`config.mk`:
```
export PLATFORM = sky130hd
export DESIGN_NAME = cmsfc_top
export DESIGN_NICKNAME = d
export VERILOG_FILES = /design/src/cmsfc_irq.v /design/src/cmsfc_tx_arb.v /design/src/cmsfc_top.v
export VERILOG_INCLUDE_DIRS = /design/src
export SDC_FILE = /design/constraint.sdc
export NUM_CORES = 1
export LEC_CHECK = 0
export ABC_AREA = 1
export BUFFER_PORTS_ARGS = -buffer_cell sky130_fd_sc_hd__clkbuf_2
export CAP_MARGIN = 20
export CORE_AREA = 2 2 153 155
export CTS_CLUSTER_SIZE = 12
export DETAILED_ROUTE_END_ITERATION = 6
export DIE_AREA = 0 0 155 157
export SYNTH_ARGS = -nofsm -noshare
export SYNTH_HDL_FRONTEND = slang
export SYNTH_SLANG_ARGS = --single-unit
```
`constraint.sdc`:
```
create_clock -name SYS_CLK -period 5.6 [get_ports SYS_CLK]
set_clock_uncertainty 0.1 [all_clocks]
set_input_delay 0.28 -clock SYS_CLK [delete_from_list [all_inputs] [get_ports SYS_CLK]]
set_output_delay 0.28 -clock SYS_CLK [all_outputs]
set_load 0.05 [all_outputs]
```
`src/cmsfc_map.vh`:
```
// Register offsets, field positions, reset values for the mode flag block
`ifndef CMSFC_MAP_VH
`define CMSFC_MAP_VH
// Byte offsets on the bus
`define CMSFC_OFS_DEF 8'h00
`define CMSFC_OFS_LAST 8'h04
`define CMSFC_OFS_ISTAT 8'h08
`define CMSFC_OFS_IMASK 8'h0C
`define CMSFC_OFS_TXREQ 8'h10
// Read positions in the definition register
`define CMSFC_B_DIAG 7
`define CMSFC_B_DPROC 6
`define CMSFC_B_SSHOT 5
`define CMSFC_B_PPRIO 4
`define CMSFC_B_BUS_ERROR_FLAG 3
`define CMSFC_B_VALID 2
`define CMSFC_B_WAKE 1
`define CMSFC_B_OVR 0
// Set positions of the four mode pairs, clear at set minus 8
`define CMSFC_S_DIAG 15
`define CMSFC_S_DPROC 14
`define CMSFC_S_SSHOT 13
`define CMSFC_S_PPRIO 12
`define CMSFC_PAIR_GAP 8
// Last event codes
`define CMSFC_ERR_NONE 4'h0
`define CMSFC_ERR_OVR 4'h7
`define CMSFC_ERR_WAKE 4'h8
`define CMSFC_LAST_RST 16'h00FF
// Interrupt status bits
`define CMSFC_EV_BUS_ERROR_FLAG 0
`define CMSFC_EV_VALID 1
`define CMSFC_EV_WAKE 2
`define CMSFC_EV_OVR 3
`define CMSFC_EV_TXDN 4
`define CMSFC_EV_W 5
// Transmit buffers and identifier width
`define CMSFC_NBUF 32
`define CMSFC_IDW 11
`endif

```
`src/cmsfc_irq.v`:
```
// Sticky interrupt status, read clear, mask and level output
`timescale 1ns/1ps
`default_nettype none
`include "cmsfc_map.vh"
module cmsfc_irq (
  input wire clk,
  input wire rst_n,
  input wire [`CMSFC_EV_W-1:0] evt,
  input wire rd_clr,
  input wire mask_we,
  input wire [`CMSFC_EV_W-1:0] mask_wdata,
  output reg [`CMSFC_EV_W-1:0] status_reg,
  output reg [`CMSFC_EV_W-1:0] mask_reg,
  output reg irq_reg
);
  wire [`CMSFC_EV_W-1:0] status_next;
  // New events win over a read clear in the same cycle
  assign status_next = (rd_clr ? {`CMSFC_EV_W{1'b0}} : status_reg) | evt;
  // Status, mask and interrupt level
  always @(posedge clk or negedge rst_n) begin
    if (!rst_n) begin
      status_reg <= {`CMSFC_EV_W{1'b0}};
      mask_reg <= {`CMSFC_EV_W{1'b0}};
      irq_reg <= 1'b0;
    end else begin
      status_reg <= status_next;
      if (mask_we) begin
        mask_reg <= mask_wdata;
      end
      irq_reg <= |(status_next & (mask_we ? mask_wdata : mask_reg));
    end
  end
endmodule // cmsfc_irq
`default_nettype wire

```
`src/cmsfc_tx_arb.v`:
```
// Transmit arbiter: buffer position or lowest identifier
`timescale 1ns/1ps
`default_nettype none
`include "cmsfc_map.vh"
module cmsfc_tx_arb (
  input wire clk,
  input wire rst_n,
  input wire [`CMSFC_NBUF-1:0] pend,
  input wire pos_prio,
  input wire [`CMSFC_IDW-1:0] id_val,
  output reg [4:0] id_idx_reg,
  output reg win_valid_reg,
  output reg [4:0] win_idx_reg
);
  reg [`CMSFC_IDW-1:0] best_id_reg;
  reg [4:0] best_idx_reg;
  reg best_ok_reg;
  reg [4:0] low_idx;
  reg take;
  integer i;
  // Lowest pending buffer number
  always @* begin
    low_idx = 5'h1F;
    for (i = `CMSFC_NBUF - 1; i >= 0; i = i - 1) begin
      if (pend[i]) begin
        low_idx = i[4:0];
      end
    end
  end
  // Current scanned buffer beats best so far
  always @* begin
    take = pend[id_idx_reg] && (!best_ok_reg || id_val < best_id_reg);
  end
  // Identifier sweep, one buffer per cycle
  always @(posedge clk or negedge rst_n) begin
    if (!rst_n) begin
      id_idx_reg <= 5'h00;
      best_id_reg <= {`CMSFC_IDW{1'b0}};
      best_idx_reg <= 5'h00;
      best_ok_reg <= 1'b0;
      win_valid_reg <= 1'b0;
      win_idx_reg <= 5'h00;
    end else begin
      id_idx_reg <= id_idx_reg + 5'h01;
      if (id_idx_reg == 5'h1F) begin
        best_ok_reg <= 1'b0;
      end else if (take) begin
        best_ok_reg <= 1'b1;
        best_id_reg <= id_val;
        best_idx_reg <= id_idx_reg;
      end
      if (pos_prio) begin
        win_valid_reg <= |pend;
        win_idx_reg <= low_idx;
      end else if (id_idx_reg == 5'h1F) begin
        win_valid_reg <= take | best_ok_reg;
        win_idx_reg <= take ? id_idx_reg : best_idx_reg;
      end
    end
  end
endmodule // cmsfc_tx_arb
`default_nettype wire

```
`src/cmsfc_top.v`:
```
// Mode and status set/clear register block with Wishbone slave
`timescale 1ns/1ps
`default_nettype none
`include "cmsfc_map.vh"
module cmsfc_top (
  input wire SYS_CLK,
  input wire RESETN,
  input wire CYC_I,
  input wire STB_I,
  input wire WE_I,
  input wire [7:0] ADR_I,
  input wire [3:0] SEL_I,
  input wire [31:0] DAT_I,
  output reg [31:0] DAT_O,
  output reg ACK_O,
  input wire CAN_BUS_ERR,
  input wire [3:0] CAN_ERR_CODE,
  input wire CAN_RX_VALID,
  input wire [4:0] CAN_RX_BUF,
  input wire CAN_WAKE,
  input wire CAN_OVR,
  input wire CAN_TX_DONE,
  input wire CAN_TX_OK,
  input wire [10:0] CAN_ID_IN,
  output wire [4:0] CAN_ID_IDX,
  output reg TX_START,
  output reg [4:0] TX_BUF,
  output reg MODE_DIAG,
  output reg MODE_DIAG_PROC,
  output reg MODE_SINGLE_SHOT,
  output reg MODE_POS_PRIO,
  output reg ERR_IRQ,
  output wire IRQ
);
  // Mode pair update: set alone sets, clear alone clears
  function pair_next;
    input cur;
    input set_b;
    input clr_b;
    begin
      if (set_b && !clr_b) begin
        pair_next = 1'b1;
      end else if (!set_b && clr_b) begin
        pair_next = 1'b0;
      end else begin
        pair_next = cur;
      end
    end
  endfunction

  // Sticky flag: clear by write, hardware set wins
  function flag_next;
    input cur;
    input clr_b;
    input set_b;
    begin
      flag_next = (cur & ~clr_b) | set_b;
    end
  endfunction

  // Address match for one register offset
  function hit;
    input [7:0] adr;
    input [7:0] ofs;
    begin
      hit = (adr == ofs);
    end
  endfunction

  // Last-event reset value split into its code and buffer fields
  localparam [15:0] last_rst_val = `CMSFC_LAST_RST;
  localparam [3:0] last_err_rst = last_rst_val[11:8];
  localparam [7:0] last_rx_rst = last_rst_val[7:0];

  reg diag_select_bit_reg;
  reg diag_processing_bit_reg;
  reg single_shot_bit_reg;
  reg position_priority_bit_reg;
  reg bus_error_flag_reg;
  reg valid_flag_reg;
  reg wake_flag_reg;
  reg overrun_flag_reg;
  reg [3:0] last_err_reg;
  reg [7:0] last_rx_reg;
  reg [`CMSFC_NBUF-1:0] tx_req_reg;
  reg tx_busy_reg;
  reg [4:0] tx_cur_reg;
  wire acc;
  wire wr;
  wire rd;
  wire [31:0] byte_mask;
  wire [31:0] wdat;
  wire def_wr;
  wire wake_next;
  wire [`CMSFC_EV_W-1:0] irq_stat;
  wire [`CMSFC_EV_W-1:0] irq_mask;
  wire arb_valid;
  wire [4:0] arb_idx;
  reg [15:0] def_read;
  reg [31:0] rd_data;
  reg [`CMSFC_NBUF-1:0] tx_req_next;
  wire tx_launch;
  wire istat_rd;
  wire imask_wr;
  wire txreq_wr;

  // Bus strobes and byte lane masking
  assign acc = CYC_I & STB_I & ~ACK_O;
  assign wr = acc & WE_I;
  assign rd = acc & ~WE_I;
  assign byte_mask = {{8{SEL_I[3]}}, {8{SEL_I[2]}}, {8{SEL_I[1]}}, {8{SEL_I[0]}}};
  assign wdat = DAT_I & byte_mask;
  assign def_wr = wr && hit(ADR_I, `CMSFC_OFS_DEF);
  assign istat_rd = rd && hit(ADR_I, `CMSFC_OFS_ISTAT);
  assign imask_wr = wr && hit(ADR_I, `CMSFC_OFS_IMASK);
  assign txreq_wr = wr && hit(ADR_I, `CMSFC_OFS_TXREQ);

  // Interrupt unit: events, read clear and mask
  cmsfc_irq u_irq (
    .clk(SYS_CLK),
    .rst_n(RESETN),
    .evt({CAN_TX_DONE, CAN_OVR, CAN_WAKE, CAN_RX_VALID, CAN_BUS_ERR}),
    .rd_clr(istat_rd),
    .mask_we(imask_wr),
    .mask_wdata(wdat[`CMSFC_EV_W-1:0]),
    .status_reg(irq_stat),
    .mask_reg(irq_mask),
    .irq_reg(IRQ)
  );

  // Transmit arbiter
  cmsfc_tx_arb u_arb (
    .clk(SYS_CLK),
    .rst_n(RESETN),
    .pend(tx_req_reg),
    .pos_prio(position_priority_bit_reg),
    .id_val(CAN_ID_IN),
    .id_idx_reg(CAN_ID_IDX),
    .win_valid_reg(arb_valid),
    .win_idx_reg(arb_idx)
  );

  // Read view of the definition register
  always @* begin
    def_read = 16'h0000;
    def_read[`CMSFC_B_DIAG] = diag_select_bit_reg;
    def_read[`CMSFC_B_DPROC] = diag_processing_bit_reg;
    def_read[`CMSFC_B_SSHOT] = single_shot_bit_reg;
    def_read[`CMSFC_B_PPRIO] = position_priority_bit_reg;
    def_read[`CMSFC_B_BUS_ERROR_FLAG] = bus_error_flag_reg;
    def_read[`CMSFC_B_VALID] = valid_flag_reg;
    def_read[`CMSFC_B_WAKE] = wake_flag_reg;
    def_read[`CMSFC_B_OVR] = overrun_flag_reg;
  end

  // Read mux, unmapped reads as zero
  always @* begin
    case (ADR_I)
      `CMSFC_OFS_DEF: rd_data = {16'h0000, def_read};
      `CMSFC_OFS_LAST: rd_data = {16'h0000, 4'h0, last_err_reg, last_rx_reg};
      `CMSFC_OFS_ISTAT: rd_data = {27'h0000000, irq_stat};
      `CMSFC_OFS_IMASK: rd_data = {27'h0000000, irq_mask};
      `CMSFC_OFS_TXREQ: rd_data = tx_req_reg;
      default: rd_data = 32'h00000000;
    endcase
  end

  // Wishbone answer one cycle after the strobe
  always @(posedge SYS_CLK or negedge RESETN) begin
    if (!RESETN) begin
      ACK_O <= 1'b0;
      DAT_O <= 32'h00000000;
    end else begin
      ACK_O <= acc;
      if (rd) begin
        DAT_O <= rd_data;
      end
    end
  end

  // All pairs and clears of one write applied in one edge
  always @(posedge SYS_CLK or negedge RESETN) begin
    if (!RESETN) begin
      diag_select_bit_reg <= 1'b0;
      diag_processing_bit_reg <= 1'b0;
      single_shot_bit_reg <= 1'b0;
      position_priority_bit_reg <= 1'b0;
    end else if (def_wr) begin
      diag_select_bit_reg <= pair_next(diag_select_bit_reg,
        wdat[`CMSFC_S_DIAG], wdat[`CMSFC_S_DIAG-`CMSFC_PAIR_GAP]);
      diag_processing_bit_reg <= pair_next(diag_processing_bit_reg,
        wdat[`CMSFC_S_DPROC], wdat[`CMSFC_S_DPROC-`CMSFC_PAIR_GAP]);
      single_shot_bit_reg <= pair_next(single_shot_bit_reg,
        wdat[`CMSFC_S_SSHOT], wdat[`CMSFC_S_SSHOT-`CMSFC_PAIR_GAP]);
      position_priority_bit_reg <= pair_next(position_priority_bit_reg,
        wdat[`CMSFC_S_PPRIO], wdat[`CMSFC_S_PPRIO-`CMSFC_PAIR_GAP]);
    end
  end

  // Wake flag next value, shared with the error interrupt
  assign wake_next = flag_next(wake_flag_reg, def_wr & wdat[`CMSFC_B_WAKE], CAN_WAKE);

  // Sticky status flags, engine events win over clears
  always @(posedge SYS_CLK or negedge RESETN) begin
    if (!RESETN) begin
      bus_error_flag_reg <= 1'b0;
      valid_flag_reg <= 1'b0;
      wake_flag_reg <= 1'b0;
      overrun_flag_reg <= 1'b0;
      ERR_IRQ <= 1'b0;
    end else begin
      bus_error_flag_reg <= flag_next(bus_error_flag_reg,
        def_wr & wdat[`CMSFC_B_BUS_ERROR_FLAG], CAN_BUS_ERR);
      valid_flag_reg <= flag_next(valid_flag_reg,
        def_wr & wdat[`CMSFC_B_VALID], CAN_RX_VALID);
      wake_flag_reg <= wake_next;
      overrun_flag_reg <= flag_next(overrun_flag_reg,
        def_wr & wdat[`CMSFC_B_OVR], CAN_OVR);
      ERR_IRQ <= wake_next | CAN_OVR | CAN_BUS_ERR;
    end
  end

  // Last error code and last receive buffer
  always @(posedge SYS_CLK or negedge RESETN) begin
    if (!RESETN) begin
      last_err_reg <= last_err_rst;
      last_rx_reg <= last_rx_rst;
    end else begin
      if (CAN_WAKE) begin
        last_err_reg <= `CMSFC_ERR_WAKE;
      end else if (CAN_OVR) begin
        last_err_reg <= `CMSFC_ERR_OVR;
      end else if (CAN_BUS_ERR) begin
        last_err_reg <= CAN_ERR_CODE;
      end
      if (CAN_RX_VALID) begin
        last_rx_reg <= {3'b000, CAN_RX_BUF};
      end
    end
  end

  // Launch only when idle and the published winner is still pending
  assign tx_launch = !tx_busy_reg && arb_valid && tx_req_reg[arb_idx];

  // Pending requests: attempt end drops on success or in single shot, software write adds
  always @* begin
    tx_req_next = tx_req_reg;
    if (tx_busy_reg && CAN_TX_DONE && (single_shot_bit_reg || CAN_TX_OK)) begin
      tx_req_next[tx_cur_reg] = 1'b0;
    end
    if (txreq_wr) begin
      tx_req_next = tx_req_next | wdat;
    end
  end

  // Transmit launch toward the protocol engine
  always @(posedge SYS_CLK or negedge RESETN) begin
    if (!RESETN) begin
      tx_req_reg <= {`CMSFC_NBUF{1'b0}};
      tx_busy_reg <= 1'b0;
      tx_cur_reg <= 5'h00;
      TX_START <= 1'b0;
      TX_BUF <= 5'h00;
    end else begin
      tx_req_reg <= tx_req_next;
      TX_START <= tx_launch;
      if (tx_launch) begin
        tx_busy_reg <= 1'b1;
        tx_cur_reg <= arb_idx;
        TX_BUF <= arb_idx;
      end else if (tx_busy_reg && CAN_TX_DONE) begin
        tx_busy_reg <= 1'b0;
      end
    end
  end

  // Mode outputs toward the protocol engine
  always @(posedge SYS_CLK or negedge RESETN) begin
    if (!RESETN) begin
      MODE_DIAG <= 1'b0;
      MODE_DIAG_PROC <= 1'b0;
      MODE_SINGLE_SHOT <= 1'b0;
      MODE_POS_PRIO <= 1'b0;
    end else begin
      MODE_DIAG <= diag_select_bit_reg;
      MODE_DIAG_PROC <= diag_processing_bit_reg;
      MODE_SINGLE_SHOT <= single_shot_bit_reg;
      MODE_POS_PRIO <= position_priority_bit_reg;
    end
  end
endmodule // cmsfc_top
`default_nettype wire

```
Word-level counts from Yosys, hierarchy flattened --
Index checks and enable logic that the tools add are counted.
Storage, ports and cells: bits in registers 136, input port bits 75
Cells by class: add/subtract/negate cells 1, magnitude comparators 5, equal/unequal tests 5, multiplexer cells 62, bitwise gates (word level) 32, reduce and logical (&&, ||, !) cells 46
Operators by type and width (number):
- $mux W5 | 35
- $pmux W32 S5 | 1
- $and A32 B32 Y32 | 2
- $mux W32 | 2
- $not A32 Y32 | 1
- $or A32 B32 Y32 | 1
- $reduce_or A32 Y1 | 1
- $logic_and A1 B1 Y1 | 18
- $lt A5 B6 Y1 const B | 3
- $mux W1 | 18
- $eq A8 B4 Y1 const B | 2
- $reduce_bool A2 Y1 | 7
- $and A1 B1 Y1 | 12
- $mux W4 | 3
- $lt A11 B11 Y1 | 1
- $bmux W1 S5 | 2
- $logic_not A1 Y1 | 10
- $reduce_and A2 Y1 | 5
- $eq A8 B3 Y1 const B | 1
- $eq A8 B5 Y1 const B | 1
- $logic_not A8 Y1 | 1
- $not A1 Y1 | 7
- $or A1 B1 Y1 | 7
- $add A5 B1 Y5 const B | 1
- other kinds (8) | 9

Depth between registers and ports, before layout --
depth in word-level cells 32, gate-level depth with buffers 32, mapped depth without buffers 32

Modules after synthesis --
From an unflattened synthesis, not the netlist that was laid out.
Unflattened totals: cells, all modules 932, area total of the unflattened synthesis 7096.8 sq um
By module, submodules not included:
- cmsfc_top | times used 1, cells each 572, area each 4610.7 sq um, sequential area each 2384.8 sq um
- cmsfc_tx_arb | times used 1, cells each 305, area each 2037.0 sq um, sequential area each 700.7 sq um
- cmsfc_irq | times used 1, cells each 55, area each 449.2 sq um, sequential area each 275.3 sq um

Worst setup path after synthesis --
No wires, ideal clock.
path type register -> register, start register u_arb.id_idx_reg[0], end register u_arb.win_idx_reg[0], library setup time 121 ps, arrival time 2187 ps, required time 5379 ps, slack 3192 ps, stages on the path, launching flop included 14, clock period less this slack 2408 ps, cell sequence dfrtp_1 > inv_2 > buf_2 > o21ai_1 > a21oi_1 > o21ai_1 > nand3_1 > a31oi_1 > and2_1 > buf_4 > nand2_1 > o21a_1 > o21ai_1 > a21oi_2
On the way: longest elaborated chain between the ends 6, elaborated cells on any way between the ends 8, those cells by class eq/ne: 1; mux: 5; reduce/logical: 2
Ends and longest elaborated chain:
- from (decl) | line cmsfc_tx_arb.v:11 | output reg [4:0] id_idx_reg,
- from (signal assigned) | line cmsfc_tx_arb.v:44 | id_idx_reg <= id_idx_reg + 5'h01;
- $bmux W1 S5 | line cmsfc_tx_arb.v:32 | take = pend[id_idx_reg] && (!best_ok_reg || id_val < best_id_reg);
- $mux W1 (not written as such) | line cmsfc_tx_arb.v:32
- $logic_and A1 B1 Y1 | line cmsfc_tx_arb.v:32
- $mux W5 | line cmsfc_tx_arb.v:57 | win_idx_reg <= take ? id_idx_reg : best_idx_reg;
- $mux W5 | line cmsfc_tx_arb.v:55 | end else if (id_idx_reg == 5'h1F) begin
- $mux W5 | line cmsfc_tx_arb.v:52 | if (pos_prio) begin
- to (signal assigned) | line cmsfc_tx_arb.v:54 | win_idx_reg <= low_idx;
- to (signal assigned) | line cmsfc_tx_arb.v:57
- to (decl) | line cmsfc_tx_arb.v:13 | output reg [4:0] win_idx_reg
Parallel ways exist; a longest one is shown, timed or not. The select of a mux whose other input is x is not followed. A chain may end at the register's enable or synchronous reset.

Final worst setup path --
start register u_arb.id_idx_reg[0], end register u_arb.best_id_reg[10]
On the way: longest elaborated chain between the ends 4, elaborated cells on any way between the ends 6, those cells by class eq/ne: 1; mux: 2; bitwise: 1; reduce/logical: 2
Ends and longest elaborated chain:
- $bmux W1 S5 | line cmsfc_tx_arb.v:32
- $mux W1 (not written as such) | line cmsfc_tx_arb.v:32
- $logic_and A1 B1 Y1 | line cmsfc_tx_arb.v:32
- $reduce_and A2 Y1 (no line) (*)
- to (signal assigned) | line cmsfc_tx_arb.v:38 | best_id_reg <= {`CMSFC_IDW{1'b0}};
- to (signal assigned) | line cmsfc_tx_arb.v:49 | best_id_reg <= id_val;
- to (decl) | line cmsfc_tx_arb.v:15 | reg [`CMSFC_IDW-1:0] best_id_reg;
Mark *: on every way between the ends. The rest lies on a longest branch, timed or not. The select of a mux whose other input is x is not followed.

==> impl_metrics.env <==
export IMPL_yosysMostFrequentCell="nand2_1"
export IMPL_leakage_nw=4.014
export IMPL_cp_buffers_inverters=1
export IMPL_setup_ws_ns=2.258
export IMPL_whs_ns=0.006454
export IMPL_ys_flop_type="dfrtp_1"
export IMPL_tightest_slew_ns=0.9617
export IMPL_wl_per_cell_um=16.62
export IMPL_hold_path_class="input pin to flop"
export IMPL_seqCellArea_mm2=0.003361
export IMPL_timing_rr_start="u_arb.id_idx_reg[0]$_DFF_PN0_"
export IMPL_cp_slowest_stage_delay_ns=0.63
export IMPL_finalNetCount=1048
export IMPL_antenna_found_initial=0
export IMPL_cp_startpoint="u_arb.id_idx_reg[0]$_DFF_PN0_"
export IMPL_path_cells="inv_2, o21ai_0, a21oi_1, o21ai_1, nand3_1, nand2_1, nor2_1, a31oi_1, and2_1, nand2_1, nor2_1, a21oi_1"
export IMPL_dp_hpwl_um=15520
export IMPL_status="complete, no violations"
export IMPL_globalplace_congestion=0.9483
export IMPL_instances_no_fill=1255
export IMPL_ant_nets=0
export IMPL_dr_first_iter_drc_count=585
export IMPL_multi_input_area_mm2=0.002830
export IMPL_yosysSeqAreaShare=0.5007
export IMPL_synth_edf_count=0
export IMPL_core_area_mm2=0.02250
export IMPL_numCtsBuffers=17
export IMPL_final_util=0.3677
export IMPL_route_detailed_drc=0
export IMPL_die_w_um=155
export IMPL_cts_tree="yes"
export IMPL_fin_crit_ns=3.342
export IMPL_via_per_inst=5.008
export IMPL_initial_core_util=0.2982
export IMPL_setup_violations=0
export IMPL_pre_cts_ws_ns=2.348
export IMPL_hold_start="DAT_I[31]"
export IMPL_path_class="flop to flop"
export IMPL_synth_top_area_frac=0.4773
export IMPL_max_freq_mhz=299.2
export IMPL_synthDistinctLibCells=40
export IMPL_max_slew_margin=0.3573
export IMPL_first_pass_iters=5
export IMPL_critPathTopFamily="simple AND/OR/NAND/NOR gates"
export IMPL_io_pins=125
export IMPL_drt_wl_total_um=20850
export IMPL_cp_arrival_ns=3.51
export IMPL_htree_levels=4
export IMPL_fill_cells=2333
export IMPL_drv_cap=0
export IMPL_cp_slowest_cell="nand2_1"
export IMPL_diodes=0
export IMPL_hold_viol=0
export IMPL_yosys_register_bits=134
export IMPL_grt_setup_unrepaired="false"
export IMPL_synth_area_leaders="dfrtp_1 (48%), nand2_1 (9.6%), o21ai_0 (8.3%)"
export IMPL_clock_sinks=134
export IMPL_route_vias_total=6285
export IMPL_setup_tns_ns=0
export IMPL_ir_drop_v=0.0002084
export IMPL_port_buffer_count=124
export IMPL_root_buffer="clkbuf_16"
export IMPL_clock_path_buffers=2
export IMPL_dpl_cell_count=1210
export IMPL_maxSlewViolCount=0
export IMPL_cts_resized=0
export IMPL_grt_max_degree=77
export IMPL_clkLatencyLatePin_ns=0.44
export IMPL_critical_path_max_fanout=32
export IMPL_drive_gt1_frac=0.1969
export IMPL_syn_nets=920
export IMPL_synthCells=829
export IMPL_cp_required_ns=5.77
export IMPL_grt_overflow=0
export IMPL_endpoint_kind="flop"
export IMPL_synth_warnings=0
export IMPL_finalCritPeriodShare=0.5967
export IMPL_avgSynthCellArea_um2=8.096
export IMPL_syn2layout_area_growth_pct=23.28
export IMPL_start_kind="flop"
export IMPL_grt_usage=0.1727
export IMPL_syn_cell_area_mm2=0.006711
export IMPL_grt_pass1_wl_um=32530
export IMPL_synth_common_cells="nand2_1 (171), dfrtp_1 (128), o21ai_0 (111)"
export IMPL_clk_pin_slew_ns=0.06
export IMPL_pwr_density_cell_mw_per_mm2=357.0
export IMPL_synth_top_area_cell="dfrtp_1"
export IMPL_die_h_um=157
export IMPL_async_flop_share=1.000
export IMPL_fp_dieArea_mm2=0.02434
export IMPL_grt_pass1_vias=5845
export IMPL_rows=55
[cell type report]
cell class,count,area share
sequential,134,0.4062
multi-input combinational,564,0.3421
timing repair buffer,139,0.09330
clock buffer,18,0.05187
inverter,101,0.04627
tap,285,0.04310
clock inverter,14,0.01724
[cell families (layout without fill, tap and decap cells)]
family	after synthesis	in the layout	share of synthesized area
compound gates	267	267	0.2198
flops	134	134	0.5007
buf+inv	131	272	0.07755
xor+xnor	2	2	0.002610
mux	3	3	0.005033
simple gates	276	276	0.1644
fa+ha+maj	16	16	0.02983
[worst min-delay path: stages]
cell      delay (ns)
clkbuf_2        0.09
nand2_1         0.05
o21ai_0         0.07
[through the flow]
| step | power [W] | area, µm² |
|---|---|---|
| floorplan | 0.001651 | 6711 |
| global placement | 0.001859 | 7572 |
| detailed placement | 0.001869 | 7572 |
| CTS | 0.002978 | 8274 |
| global route | 0.003118 | 8274 |
| finish | 0.002954 | 8274 |
[per-layer routing]
| layer | GRT usage | vias to the layer above | part of all wire | wire length (µm) |
|---|---|---|---|---|
| li1 | - | 3049 | - | - |
| met1 | 0.2492 | 2964 | 0.48 | 10010 |
| met2 | 0.2593 | 248 | 0.44 | 9082 |
| met3 | 0.03497 | 24 | 0.066 | 1377 |
| met4 | 0.05600 | 0 | 0.019 | 386 |
| met5 | 0 | - | 0 | 0 |
[cell usage in the layout, fill, tap and decap left out, drive strengths merged]
| cell type | n |
|---|---|
| nand2 | 172 |
| o21ai | 150 |
| clkbuf | 141 |
| dfrtp | 128 |
| inv | 101 |
| a21oi | 62 |
| nor2 | 60 |
| nand3 | 34 |
| o31ai | 19 |
| ha | 16 |
| dlygate4sd3 | 13 |
| o22ai | 11 |
| a221oi | 8 |
| clkinv | 8 |
| nor3 | 6 |
| dfstp | 6 |
| o211ai | 5 |
| clkinvlp | 5 |
| a31oi | 4 |
| mux2 | 3 |
| buf | 3 |
| xor2 | 2 |
| nor4 | 2 |
| a21boi | 2 |
| o21a | 2 |
| nand4 | 1 |
| o221ai | 1 |
| a22o | 1 |
| and2 | 1 |
| a211oi | 1 |
| o21bai | 1 |
| bufinv | 1 |
[power breakdown]
part | leakage [nW] | switching (W) | internal [W]
clock | 0.264 | 0.000473 | 0.000621
combinational | 2.07 | 0.000470 | 0.000220
sequential | 1.68 | 0.0000949 | 0.00108
[timing repair]
item	in CTS	in global routing
setup endpoints to repair	0	0
hold buffers	13	0
hold endpoints to repair	80	0
setup buffers	0	0
[final timing paths]
| check | slack (ns) | endpoint | cells past startpoint |
|---|---|---|---|
| max in group asynchronous | 3.74 | u_arb.id_idx_reg[3]$_DFF_PN0_ | 3 |
| min in group asynchronous | 0.34 | u_arb.best_id_reg[4]$_DFFE_PN0P_ | 2 |
| max | 2.26 | u_arb.best_id_reg[10]$_DFFE_PN0P_ | 12 |
| min | 0.006 | tx_req_reg[31]$_DFF_PN0_ | 3 |
| min reg2reg | 0.33 | MODE_DIAG_PROC$_DFF_PN0_ | 0 |
| max reg2reg | 2.26 | u_arb.best_id_reg[10]$_DFFE_PN0P_ | 12 |
No activity file was read; power rests on OpenSTA's default activity.
